$ cat config.mk
export PLATFORM = sky130hd
export DESIGN_NAME = output_mode_control
export DESIGN_NICKNAME = d
export VERILOG_FILES = /design/src/ctrl_bit_mux.v /design/src/sample_format.v /design/src/output_mode_control.v
export VERILOG_INCLUDE_DIRS = /design/src
export SDC_FILE = /design/constraint.sdc
export NUM_CORES = 1
export LEC_CHECK = 0
export ABC_CLOCK_PERIOD_IN_PS = 2770
export BUFFER_PORTS_ARGS = -buffer_cell sky130_fd_sc_hd__buf_2
export CORE_MARGIN = 4
export CORE_UTILIZATION = 40
export DETAILED_ROUTE_END_ITERATION = 10
export PLACE_DENSITY = 0.63
export SLEW_MARGIN = 0
export SYNTH_ARGS = -nofsm -noshare
export SYNTH_HDL_FRONTEND = slang
export SYNTH_SLANG_ARGS = --single-unit
$ cat constraint.sdc
create_clock -name pclk -period 2.77 [get_ports pclk]
set_clock_uncertainty 0.2 [all_clocks]
set_input_delay 0.277 -clock pclk [delete_from_list [all_inputs] [get_ports pclk]]
set_output_delay 0.277 -clock pclk [all_outputs]
set_load 0.01 [all_outputs]
$ cat src/output_mode_defines.vh
/*
 Register offsets, field positions and reset values of the output-mode
 control bank. Assumes an APB slave with byte addresses derived from the
 register index (index times four).
*/
`ifndef OUTPUT_MODE_DEFINES_VH
`define OUTPUT_MODE_DEFINES_VH

// Register indices as printed
`define IDX_CTRL_SEL_LOW 12'h559
`define IDX_CTRL_SEL_HIGH 12'h55A
`define IDX_SAMPLE_FMT 12'h561
`define IDX_OVR_CLEAR 12'h562
`define IDX_OVR_STATUS 12'h563
`define IDX_CHAN_ORDER 12'h564
`define IDX_LANE_RATE 12'h56E
`define IDX_QUICK_SETUP 12'h570
`define IDX_CS_COUNT 12'h58F
`define IDX_IRQ_MASK 12'h600

// Reset values
`define RST_CTRL_SEL_LOW 8'h00
`define RST_CTRL_SEL_HIGH 8'h00
`define RST_SAMPLE_FMT 8'h01
`define RST_OVR_CLEAR 8'h00
`define RST_CHAN_ORDER 8'h00
`define RST_LANE_RATE 8'h10
`define RST_QUICK_SETUP 8'h88
`define RST_CS_COUNT 8'h00
`define RST_IRQ_MASK 8'h00

// Write masks (reserved bits read zero)
`define WMASK_CTRL_SEL_LOW 8'h77
`define WMASK_CTRL_SEL_HIGH 8'h07
`define WMASK_SAMPLE_FMT 8'h07
`define WMASK_CHAN_ORDER 8'h01
`define WMASK_LANE_RATE 8'h10
`define WMASK_CS_COUNT 8'h03

// Field positions
`define SEL0_LSB 0
`define SEL1_LSB 4
`define SEL2_LSB 0
`define INVERT_BIT 2
`define FORMAT_LSB 0
`define SWAP_BIT 0

// Control-bit source codes
`define SRC_ZERO 3'h0
`define SRC_OVERRANGE 3'h1
`define SRC_SIGMON 3'h2
`define SRC_FAST_DETECT 3'h3
`define SRC_SYSREF 3'h5

`endif

$ cat src/ctrl_bit_mux.v
/*
 Selects the source of one appended control bit of a sample.
 Assumes all flags are synchronous to pclk.
*/
`timescale 1ns/1ps
`default_nettype none
`include "output_mode_defines.vh"

module ctrl_bit_mux (
  input wire [2:0] sel,
  input wire overrange,
  input wire sig_monitor,
  input wire fast_detect_flag,
  input wire sysref,
  output reg bit_out
);

  // Source decode; unlisted codes give zero
  always @* begin
    case (sel)
      `SRC_OVERRANGE: bit_out = overrange;
      `SRC_SIGMON: bit_out = sig_monitor;
      `SRC_FAST_DETECT: bit_out = fast_detect_flag;
      `SRC_SYSREF: bit_out = sysref;
      default: bit_out = 1'b0;
    endcase
  end

endmodule
`default_nettype wire

$ cat src/sample_format.v
/*
 Formats one 14-bit sample: optional two's complement and inversion.
 Assumes input samples are offset binary.
*/
`timescale 1ns/1ps
`default_nettype none

module sample_format (
  input wire [13:0] din,
  input wire [1:0] fmt,
  input wire invert,
  output wire [13:0] dout
);

  wire [13:0] coded;

  // Two's complement flips the MSB of offset binary
  assign coded = (fmt == 2'h1) ? {~din[13], din[12:0]} : din;
  assign dout = invert ? ~coded : coded;

endmodule
`default_nettype wire

$ cat src/output_mode_control.v
/*
 Output-mode control bank: APB registers, control-bit selection, sample
 inversion, overrange status per virtual converter, channel swap and an
 interrupt. Assumes samples, flags and APB all run on pclk.
*/
// The APB interface to the registers was left to the implementer.
`timescale 1ns/1ps
`default_nettype none
`include "output_mode_defines.vh"

module output_mode_control (
  input wire pclk,
  input wire presetn,
  input wire psel,
  input wire penable,
  input wire pwrite,
  input wire [31:0] paddr,
  input wire [31:0] pwdata,
  output reg [31:0] prdata,
  output reg pready,
  output reg pslverr,
  input wire [13:0] sample_a,
  input wire [13:0] sample_b,
  input wire [1:0] sig_monitor,
  input wire [1:0] fast_detect_flag,
  input wire sysref,
  input wire [7:0] overrange_in,
  output reg [15:0] out_a,
  output reg [15:0] out_b,
  output reg irq
);

  reg [7:0] ctrl_sel_low_reg;
  reg [7:0] ctrl_sel_high_reg;
  reg [7:0] sample_fmt_reg;
  reg [7:0] ovr_clear_reg;
  reg [7:0] ovr_status_reg;
  reg [7:0] chan_order_reg;
  reg [7:0] lane_rate_reg;
  reg [7:0] quick_setup_reg;
  reg [7:0] cs_count_reg;
  reg [7:0] irq_mask_reg;
  reg [7:0] ovr_status_next;
  reg [7:0] rd_next;
  reg hit_next;
  reg [7:0] wb;

  wire access;
  wire wr_en;
  wire [11:0] idx;
  wire aligned;
  wire [13:0] fmt_a;
  wire [13:0] fmt_b;
  wire [2:0] cbit_a;
  wire [2:0] cbit_b;
  wire [15:0] word_a;
  wire [15:0] word_b;

  // Access phase; slave answers after one wait state
  assign access = psel & penable & ~pready;
  assign wr_en = access & pwrite;
  assign idx = paddr[13:2];
  assign aligned = (paddr[1:0] == 2'h0) & (paddr[31:14] == 18'h0);

  // Address decode and read mux
  always @* begin
    hit_next = aligned;
    rd_next = 8'h00;
    case (idx)
      `IDX_CTRL_SEL_LOW: rd_next = ctrl_sel_low_reg;
      `IDX_CTRL_SEL_HIGH: rd_next = ctrl_sel_high_reg;
      `IDX_SAMPLE_FMT: rd_next = sample_fmt_reg;
      `IDX_OVR_CLEAR: rd_next = ovr_clear_reg;
      `IDX_OVR_STATUS: rd_next = ovr_status_reg;
      `IDX_CHAN_ORDER: rd_next = chan_order_reg;
      `IDX_LANE_RATE: rd_next = lane_rate_reg;
      `IDX_QUICK_SETUP: rd_next = quick_setup_reg;
      `IDX_CS_COUNT: rd_next = cs_count_reg;
      `IDX_IRQ_MASK: rd_next = irq_mask_reg;
      default: hit_next = 1'b0;
    endcase
    wb = pwdata[7:0];
  end

  // APB answer, registered: one wait state per access phase
  always @(posedge pclk or negedge presetn) begin
    if (!presetn) begin
      pready <= 1'b0;
      pslverr <= 1'b0;
      prdata <= 32'h00000000;
    end else begin
      pready <= access;
      pslverr <= access & ~hit_next;
      if (access && !pwrite && hit_next) begin
        prdata <= {24'h000000, rd_next};
      end else if (access) begin
        prdata <= 32'h00000000;
      end
    end
  end

  // Writable configuration registers
  always @(posedge pclk or negedge presetn) begin
    if (!presetn) begin
      ctrl_sel_low_reg <= `RST_CTRL_SEL_LOW;
      ctrl_sel_high_reg <= `RST_CTRL_SEL_HIGH;
      sample_fmt_reg <= `RST_SAMPLE_FMT;
      ovr_clear_reg <= `RST_OVR_CLEAR;
      chan_order_reg <= `RST_CHAN_ORDER;
      lane_rate_reg <= `RST_LANE_RATE;
      quick_setup_reg <= `RST_QUICK_SETUP;
      cs_count_reg <= `RST_CS_COUNT;
      irq_mask_reg <= `RST_IRQ_MASK;
    end else if (wr_en && aligned) begin
      case (idx)
        `IDX_CTRL_SEL_LOW: ctrl_sel_low_reg <= wb & `WMASK_CTRL_SEL_LOW;
        `IDX_CTRL_SEL_HIGH: ctrl_sel_high_reg <= wb & `WMASK_CTRL_SEL_HIGH;
        `IDX_SAMPLE_FMT: sample_fmt_reg <= wb & `WMASK_SAMPLE_FMT;
        `IDX_OVR_CLEAR: ovr_clear_reg <= wb;
        `IDX_CHAN_ORDER: chan_order_reg <= wb & `WMASK_CHAN_ORDER;
        `IDX_LANE_RATE: lane_rate_reg <= wb & `WMASK_LANE_RATE;
        `IDX_QUICK_SETUP: quick_setup_reg <= wb;
        `IDX_CS_COUNT: cs_count_reg <= wb & `WMASK_CS_COUNT;
        `IDX_IRQ_MASK: irq_mask_reg <= wb;
        default: ovr_clear_reg <= ovr_clear_reg;
      endcase
    end
  end

  // Overrange status per virtual converter
  genvar g;
  generate
    for (g = 0; g < 8; g = g + 1) begin : ovr_bits
      always @* begin
        if (overrange_in[g]) begin
          ovr_status_next[g] = 1'b1; // New event wins over clear
        end else if (ovr_clear_reg[g]) begin
          ovr_status_next[g] = 1'b0; // Clear bit held high empties flag in cycles without an event
        end else if (wr_en && aligned && idx == `IDX_OVR_STATUS && wb[g]) begin
          ovr_status_next[g] = 1'b0; // Write one to clear
        end else begin
          ovr_status_next[g] = ovr_status_reg[g];
        end
      end
    end
  endgenerate

  always @(posedge pclk or negedge presetn) begin
    if (!presetn) begin
      ovr_status_reg <= 8'h00;
      irq <= 1'b0;
    end else begin
      ovr_status_reg <= ovr_status_next;
      irq <= |(ovr_status_next & irq_mask_reg);
    end
  end

  // Per channel formatting
  // sample invert
  sample_format fmt_a_i (
    .din(sample_a),
    .fmt(sample_fmt_reg[1:0]),
    .invert(sample_fmt_reg[`INVERT_BIT]),
    .dout(fmt_a)
  );

  sample_format fmt_b_i (
    .din(sample_b),
    .fmt(sample_fmt_reg[1:0]),
    .invert(sample_fmt_reg[`INVERT_BIT]),
    .dout(fmt_b)
  );

  // Control-bit selection; channel a uses converter 0 flag, b converter 1
  generate
    for (g = 0; g < 3; g = g + 1) begin : cbits
      wire [2:0] sel;
      assign sel = (g == 2) ? ctrl_sel_high_reg[2:0] :
                   (g == 1) ? ctrl_sel_low_reg[6:4] : ctrl_sel_low_reg[2:0];
      ctrl_bit_mux mux_a (
        .sel(sel),
        .overrange(overrange_in[0]),
        .sig_monitor(sig_monitor[0]),
        .fast_detect_flag(fast_detect_flag[0]),
        .sysref(sysref),
        .bit_out(cbit_a[g])
      );
      ctrl_bit_mux mux_b (
        .sel(sel),
        .overrange(overrange_in[1]),
        .sig_monitor(sig_monitor[1]),
        .fast_detect_flag(fast_detect_flag[1]),
        .sysref(sysref),
        .bit_out(cbit_b[g])
      );
    end
  endgenerate

  // Insertion follows the control-bit count: 1 keeps bit 2, 2 adds 1, 3 adds 0
  // count gating
  assign word_a = {fmt_a, 2'h0} |
    {13'h0000, (cs_count_reg[1:0] != 2'h0) & cbit_a[2],
     (cs_count_reg[1:0] >= 2'h2) & cbit_a[1], (cs_count_reg[1:0] == 2'h3) & cbit_a[0]};
  assign word_b = {fmt_b, 2'h0} |
    {13'h0000, (cs_count_reg[1:0] != 2'h0) & cbit_b[2],
     (cs_count_reg[1:0] >= 2'h2) & cbit_b[1], (cs_count_reg[1:0] == 2'h3) & cbit_b[0]};

  // Registered outputs with optional swap
  always @(posedge pclk or negedge presetn) begin
    if (!presetn) begin
      out_a <= 16'h0000;
      out_b <= 16'h0000;
    end else if (chan_order_reg[`SWAP_BIT]) begin
      out_a <= word_b;
      out_b <= word_a;
    end else begin
      out_a <= word_a;
      out_b <= word_b;
    end
  end

endmodule
`default_nettype wire

==> impl_metrics.toml, run 1 <==
[clocking]
path_clk_slew_ns = 0.06
cts_tree = "yes"
cts_buffers = 9
post-cts-setup-buffers = 0
holdBufCountCts = 7
cts_resized = 0
clk_latency_ns = 0.34
h-tree-depth = 3
clockBufferDepth = 2
cts_root_buf = "clkbuf_16"
cts.sinks = 91

[synthesis]
yosys-top-cells-count = "dfrtp_1, mux2_2, o21ai_0, mux2i_1, nand2_1"
synth_top_cell_by_area = "dfrtp_1"
syn-instance-count = 451
yosysMostFrequentCell = "dfrtp_1"
yosys-top-cells-area = "dfrtp_1, mux2_2, mux2i_1"
ys_ff_latch = 91
synth_area_mm2 = 0.00498
yosysWarnings = 0
synth_edf_count = 0
ys_seq_area_share_pct = 45.8
synth_top_flop_cell = "dfrtp_1"
synthDominantCellAreaShare_pct = 43.7
synthDistinctLibCells = 57
async_reset_ff_share_pct = 100
avgSynthCellArea_um2 = 11.0

[final_layout]
multi_input_area_mm2 = 0.00252
n_antenna_cell = 0
fillCellCount = 1108
drive_gt1_share_pct = 37.4
final_core_util_pct = 51.3
syn2layout_area_growth_pct = 24.9
final-seq-area_mm2 = 0.00228
reg.largest.list = "out_a x16, out_b x16"
nets = 712

[placement]
portBuffers = 128
dp.final_hpwl_um = 9970
routabilityCongestion = 0.865
place_ws_ns = -0.00896

[critical_path]
cp-end-kind = "flip-flop"
path_common_cell = "buf_4"
crit_chain = "or2_2 > or4b_1 > buf_4 > nor4_4 > buf_4 > mux2_4"
critPathRequiredTime_ns = 2.79
cpPeakStageDelay_ns = 0.51
crit_start = "pready"
crit_path_max_fanout = 7
reg2reg_from = "pready"
cp_data_arrival_time_ns = 2.49
critical_path.slowest_cell = "or4b_1"
cp-start-kind = "flip-flop"
critical_path_class = "flip-flop to flip-flop"

[route]
met1_length_um = 5700
firstDrtPassIters = 5
drc_errors = 0
wl_per_cell_um = 17.2
vias = 4104
wl_met2_um = 6530
ant_nets = 0
wl_met3_um = 970
drt-vias-per-instance = 5.30
drt_iter0_drc = 255
drt-total-wl_um = 13300
dr.max_layer_used = "met4"

[sta]
hold_violations = 0
period_share_pct = 89.2
rsz0062_at_grt = "no"
worst_slack_ns = 0.300
slew_violations = 0
period_minus_slack_ns = 2.47
timing.fmax_ghz = 0.405
holdWs_ns = 0.0133
relSlewSlack_pct = 39.8
worstMarginPinSlew_ns = 0.902
setup_viol = 0
fin_setup_tns_ns = 0

[power]
p_total_mw = 2.78
p_per_area_mw_per_mm2 = 447
cellLeakagePower_nw = 2.72
irDropWorstVdd_mv = 0.296

[outcome]
status = "complete, no violations"

[global_route]
grt_overflow = 0
grt_max_degree = 47
antenna_found_initial = 0
grt_pass1_vias = 4054
grtUsageTotal_pct = 18.2
grt_pass1_wl_um = 20900

[worst_hold_path]
hp-start = "overrange_in[0]"
hp-class = "input port to flip-flop"

[floorplanning]
fp.coreArea_mm2 = 0.0121
io_pins = 177
dieArea_mm2 = 0.0143
initial_core_util_pct = 41.1
dieHeight_um = 120
std_cell_rows = 40
dieWidth_um = 120

[run]
max_cap_violations = 0
-- per-stage QoR --
stage | std cells | area [µm²]
2_1_floorplan | 474 | 5060
3_3_place_gp | 752 | 5870
3_5_place_dp | 752 | 5870
4_1_cts | 775 | 6220
5_1_grt | 775 | 6220
6_report | 775 | 6220
-- routing by layer --
layer / vias to the layer above / GRT usage (%)
li1: 1900 / -
met1: 2040 / 23.7
met2: 156 / 30.5
met3: 8 / 4.71
met4: 0 / 4.15
met5: - / 0
-- kinds of logic after synthesis --
logic type,count (synthesis),share of synthesized area [%]
XOR/XNOR,29,5.10
flip-flops,91,45.8
AND/OR/NAND/NOR,128,15.4
buffers and inverters,43,5.20
multiplexers,78,17.3
AO/OA/AOI/OAI,81,11.0
other,1,0.0753
-- critical path: cells and delay by family, from the launching register on --
kind	cells	cell delay (ns)
buffers and inverters	2	0.39
multiplexers	1	0.29
flip-flops	1	0.37
AND/OR/NAND/NOR	3	1.10
-- layout by cell type (no fill, tap or decap), types with 8 or more instances in the layout --
master	n
nand2_1	30
nor2_1	14
nor2b_1	26
mux2_2	42
o21ai_0	32
nand3_1	9
clkbuf_16	9
conb_1	24
a22oi_1	10
xnor2_1	25
buf_2	127
dfrtp_1	86
buf_4	22
mux2i_1	30
a21o_1	8
-- where the power goes --
group          total (mW)  switching (mW)  leakage [nW]  internal [mW]
logic               0.265           0.156          1.44          0.110
clock network        1.16           0.500         0.128          0.658
registers            1.36         0.00570          1.15           1.35
total                2.78           0.661          2.72           2.12
-- path summary, 6_finish.rpt --
kind | endpoint | cells after the start | slack (ns)
max in group asynchronous | out_b[13] | 3 | 1.40
worst min register to register | prdata[2] | 2 | 0.28
min in group asynchronous | irq_mask_reg[6] | 2 | 0.29
worst max register to register | ctrl_sel_low_reg[6] | 6 | 0.30
worst max-delay path | ctrl_sel_low_reg[6] | 6 | 0.30
worst min-delay path | ovr_status_reg[0] | 2 | 0.01
-- area by class of cell --
cell class,instances,area share (%)
clock inverters,3,0.362
multi-input cells,340,40.6
well taps,168,3.38
inverters,2,0.121
flip-flops and latches,91,36.7
repair buffers,158,14.6
clock buffers,13,4.19
Note: power is estimated with default switching activity, not from simulation.
==> inputs of run 2 (changes only) <==
--- a/config.mk
+++ b/config.mk
@@ -8,10 +8,12 @@
 export LEC_CHECK = 0
 export ABC_CLOCK_PERIOD_IN_PS = 2770
 export BUFFER_PORTS_ARGS = -buffer_cell sky130_fd_sc_hd__buf_2
+export CELL_PAD_IN_SITES_DETAIL_PLACEMENT = 0
+export CELL_PAD_IN_SITES_GLOBAL_PLACEMENT = 1
 export CORE_MARGIN = 4
-export CORE_UTILIZATION = 40
+export CORE_UTILIZATION = 38
 export DETAILED_ROUTE_END_ITERATION = 10
-export PLACE_DENSITY = 0.63
+export PLACE_DENSITY = 0.77
 export SLEW_MARGIN = 0
 export SYNTH_ARGS = -nofsm -noshare
 export SYNTH_HDL_FRONTEND = slang
==> run 2 against run 1 <==
Cell count is 0.90% higher. Power grew 5.4%. Critical path depth did not move. Sequential share of layout area is 0.32 points lower. Global-route usage decreased by 0.64 points. Flip-flop and latch count unchanged. Combinational power barely moved. Via count fell by 2.5%. First-iteration DRC count grew 11%. Hold slack better by 0.018 ns. Critical path type unchanged.
==> impl_metrics.toml, run 2 (synthesized netlist as in run 1, its figures left out) <==
[global_route]
antenna_found_initial = 0
grt_max_degree = 56
grt_overflow = 0
grtUsageTotal_pct = 17.5
grt_pass1_vias = 3965
grt_pass1_wl_um = 20700

[clocking]
path_clk_slew_ns = 0.06
cts_tree = "yes"
cts_buffers = 9
cts_resized = 0
post-cts-setup-buffers = 0
holdBufCountCts = 7
cts.sinks = 91
h-tree-depth = 3
cts_root_buf = "clkbuf_16"
clk_latency_ns = 0.33
clockBufferDepth = 2

[final_layout]
final_common_cell = "buf_2"
final_core_util_pct = 49.3
syn2layout_area_growth_pct = 26.0
layout_common_cells = "buf_2, dfrtp_1, mux2_2, o21ai_0"
reg.largest.list = "out_a x16, out_b x16"
drive_gt1_share_pct = 37.7
nets = 715
n_antenna_cell = 0

[sta]
hold_violations = 0
period_minus_slack_ns = 2.49
relSlewSlack_pct = 38.3
holdWs_ns = 0.0317
timing.fmax_ghz = 0.402
worstMarginPinSlew_ns = 0.926
fin_setup_tns_ns = 0
period_share_pct = 89.8
setup_viol = 0
slew_violations = 0
rsz0062_at_grt = "no"

[floorplanning]
fp.coreArea_mm2 = 0.0127
std_cell_rows = 41
dieHeight_um = 122
dieArea_mm2 = 0.0150
io_pins = 177
dieWidth_um = 122
initial_core_util_pct = 39.1

[critical_path]
cpPeakStageDelay_ns = 0.50
r2r_end = "ctrl_sel_low_reg[6]"
endpoint = "ctrl_sel_low_reg[6]"
cp_data_arrival_time_ns = 2.50
critical_path.slowest_cell = "or4b_1"
reg2reg_from = "pready"
path_common_cell = "buf_4"
cp-start-kind = "flip-flop"
critical_path_class = "flip-flop to flip-flop"
cp_num_buf_inv = 2
crit_family = "simple AND/OR/NAND/NOR gates"
crit_cells = 6
crit_chain = "or2_2 > or4b_1 > buf_4 > nor4_4 > buf_4 > mux2_4"
r2r_slack_ns = 0.28
crit_path_max_fanout = 7
crit_start = "pready"
critPathRequiredTime_ns = 2.79
cp-end-kind = "flip-flop"
r2r_cells = 6

[route]
drc_errors = 0
wl_per_cell_um = 16.8
drt-vias-per-instance = 5.12
drt_iter0_drc = 284
ant_nets = 0
firstDrtPassIters = 4
drt-total-wl_um = 13100
vias = 4003

[power]
irDropWorstVdd_mv = 0.283
cellLeakagePower_nw = 2.75
p_total_mw = 2.93
p_per_area_mw_per_mm2 = 467

[placement]
dp.final_hpwl_um = 10100
routabilityCongestion = 0.798
portBuffers = 128

[worst_hold_path]
hp-class = "input port to flip-flop"
hp-start = "overrange_in[0]"

[outcome]
status = "complete, no violations"

[run]
max_cap_violations = 0
==> run 2: layout make-up <==
type | instances | area [µm²]
Fill cell | 1176 | 6450
Multi-Input combinational cell | 340 | 2520
Sequential cell | 91 | 2280
Timing Repair Buffer | 161 | 921
Clock buffer | 12 | 246
Tap cell | 172 | 215
Clock inverter | 4 | 75.1
Inverter | 2 | 7.51
==> run 2: where the power goes <==
part | switching, mW | total [mW] | internal (mW) | leakage, nW
logic | 0.154 | 0.262 | 0.108 | 1.45
clock network | 0.495 | 1.31 | 0.816 | 0.149
registers | 0.00537 | 1.36 | 1.35 | 1.15
==> run 2: worst min-delay path by stage <==
| stage | cells after the start | slack, ns | to |
|---|---|---|---|
| 2_1_floorplan | 0 | -0.22 | chan_order_reg[0] |
| 3_3_place_gp | 1 | 0.16 | irq |
| 3_5_place_dp | 1 | 0.18 | irq |
| 4_1_cts | 2 | 0.03 | ovr_status_reg[0] |
| 5_1_grt | 2 | 0.04 | ovr_status_reg[0] |
| 6_report | 2 | 0.03 | ovr_status_reg[0] |
==> run 2: worst register-to-register path, stage by stage (launching register included) <==
cell	delay, ns
dfrtp_1	0.37
or2_2	0.31
or4b_1	0.50
buf_4	0.20
nor4_4	0.30
buf_4	0.19
mux2_4	0.30
==> run 2: through the flow <==
stage / worst slack (ns) / area (µm²) / std cells
after floorplan: 0.122 / 5060 / 474
after CTS: 0.279 / 6270 / 782
final: 0.283 / 6270 / 782
after global routing: 0.212 / 6270 / 782
after detailed placement: 0.0383 / 5880 / 759
after global placement: 0.0253 / 5880 / 759
==> run 2: metal layers <==
metal	global-route usage [%]	wire, µm	up-vias
met3	2.58	838	4
met1	24.0	5660	1972
met4	5.25	97	0
met5	0	0	-
li1	-	-	1910
met2	28.9	6520	117
==> inputs of run 3 (changes only) <==
--- a/config.mk
+++ b/config.mk
@@ -13,7 +13,7 @@
 export CORE_MARGIN = 4
 export CORE_UTILIZATION = 38
 export DETAILED_ROUTE_END_ITERATION = 10
-export PLACE_DENSITY = 0.77
+export PLACE_DENSITY_LB_ADDON = 0.1
 export SLEW_MARGIN = 0
 export SYNTH_ARGS = -nofsm -noshare
 export SYNTH_HDL_FRONTEND = slang
==> run 3 against run 2 <==
First-iteration DRC count increased by 2.8%. Critical path depth decreased by 1. Combinational power about the same. Core utilization down 0.098 points. Sequential share of layout area is 0.073 points higher. Highest routed layer unchanged.
==> impl_metrics.toml, run 3 (synthesized netlist as in run 1, its figures left out) <==
[final_layout]
syn2layout_area_growth_pct = 25.7
fillCellCount = 1257
layout_common_cells = "buf_2, dfrtp_1, mux2_2, o21ai_0"
drive_gt1_share_pct = 37.3
reg.largest.list = "out_a x16, out_b x16"
nets = 713
final_common_cell = "buf_2"
final-seq-area_mm2 = 0.00228
n_antenna_cell = 0
final_area_mm2 = 0.00626
multi_input_area_mm2 = 0.00252

[power]
cellLeakagePower_nw = 2.75
irDropWorstVdd_mv = 0.271
p_per_area_mw_per_mm2 = 472
p_total_mw = 2.95

[floorplanning]
fp.coreArea_mm2 = 0.0127
dieArea_mm2 = 0.0150
std_cell_rows = 41
initial_core_util_pct = 39.1
dieWidth_um = 122
io_pins = 177
dieHeight_um = 122

[critical_path]
critical_path_class = "flip-flop to flip-flop"
critPathRequiredTime_ns = 2.80
cp_num_buf_inv = 1
crit_family = "simple AND/OR/NAND/NOR gates"
crit_chain = "or2_2 > or4b_1 > buf_4 > nor4_2 > mux2_2"
cp_data_arrival_time_ns = 2.52
cpPeakStageDelay_ns = 0.50
cp-start-kind = "flip-flop"
critical_path.slowest_cell = "or4b_1"
cp-end-kind = "flip-flop"
crit_path_max_fanout = 7

[clocking]
holdBufCountCts = 7
cts_resized = 0
clockBufferDepth = 2
post-cts-setup-buffers = 0
cts_root_buf = "clkbuf_16"
cts_buffers = 9
path_clk_slew_ns = 0.06
cts_tree = "yes"
h-tree-depth = 3
cts.sinks = 91
clk_latency_ns = 0.34

[sta]
rsz0062_at_grt = "no"
slew_violations = 0
fin_setup_tns_ns = 0
relSlewSlack_pct = 36.7
hold_violations = 0
timing.fmax_ghz = 0.401
holdWs_ns = 0.0343
setup_viol = 0
worst_slack_ns = 0.279
period_share_pct = 89.9
worstMarginPinSlew_ns = 0.950
period_minus_slack_ns = 2.49

[global_route]
antenna_found_initial = 0
grtUsageTotal_pct = 18.4
grt_max_degree = 59
grt_pass1_vias = 4044
grt_pass1_wl_um = 21300
grt_overflow = 0

[route]
firstDrtPassIters = 4
drt-vias-per-instance = 5.11
vias = 3988
drt-total-wl_um = 13300
wl_per_cell_um = 17.1
drc_errors = 0
drt_iter0_drc = 292
ant_nets = 0

[placement]
placed_area_mm2 = 0.00587
dp.final_hpwl_um = 10200
routabilityCongestion = 0.830
portBuffers = 128
place_ws_ns = -0.0101

[worst_hold_path]
hp-class = "input port to flip-flop"

[run]
max_cap_violations = 0

[outcome]
status = "complete, no violations"
[run 3: changes by cell type in the layout (fill, tap and decap cells not counted), sizes merged]
cell      before  now
buf          154  152
clkbuf        12   14
clkinvlp       2    0
[run 3: through the flow]
stage	util [%]	cells
after floorplan	-	474
after global placement	46.1	757
after detailed placement	46.1	757
after CTS	49.2	780
after global routing	49.2	780
final	49.2	780
[run 3: area by class of cell]
type	instances	area share (%)
multi-input cells	340	40.3
flip-flops and latches	91	36.5
repair buffers	159	14.5
clock buffers	14	4.22
well taps	172	3.44
clock inverters	2	0.959
inverters	2	0.120
[run 3: final timing paths]
path	from	end	slack, ns	cells after the start
worst max register to register	pready	sample_fmt_reg[1]	0.28	5
worst max-delay path	pready	sample_fmt_reg[1]	0.28	5
worst min register to register	prdata[1]	prdata[1]	0.28	2
worst min-delay path	pwdata[7]	ovr_clear_reg[7]	0.03	2
min in group asynchronous	presetn	out_a[0]	0.33	2
max in group asynchronous	presetn	out_b[8]	1.20	3
[run 3: power by group]
part | total, mW | internal (mW) | switching [mW] | leakage [nW]
registers | 1.36 | 1.35 | 0.00490 | 1.15
clock network | 1.34 | 0.841 | 0.495 | 0.157
logic | 0.261 | 0.107 | 0.154 | 1.44
total | 2.95 | 2.30 | 0.653 | 2.75
[run 3: metal layers]
| metal | up-vias | global-route usage, % | share of wire [%] |
|---|---|---|---|
| met1 | 1968 | 24.3 | 43 |
| met3 | 16 | 3.13 | 5.0 |
| met4 | 0 | 6.16 | 1.7 |
| met5 | - | 0 | 0 |
| met2 | 102 | 30.7 | 50 |
| li1 | 1902 | - | - |
[run 3: worst reg2reg max path, stage by stage, from the launching register on]
cell and delay (ns):
dfrtp_1 0.37, or2_2 0.30, or4b_1 0.50, buf_4 0.20, nor4_2 0.41, mux2_2 0.38
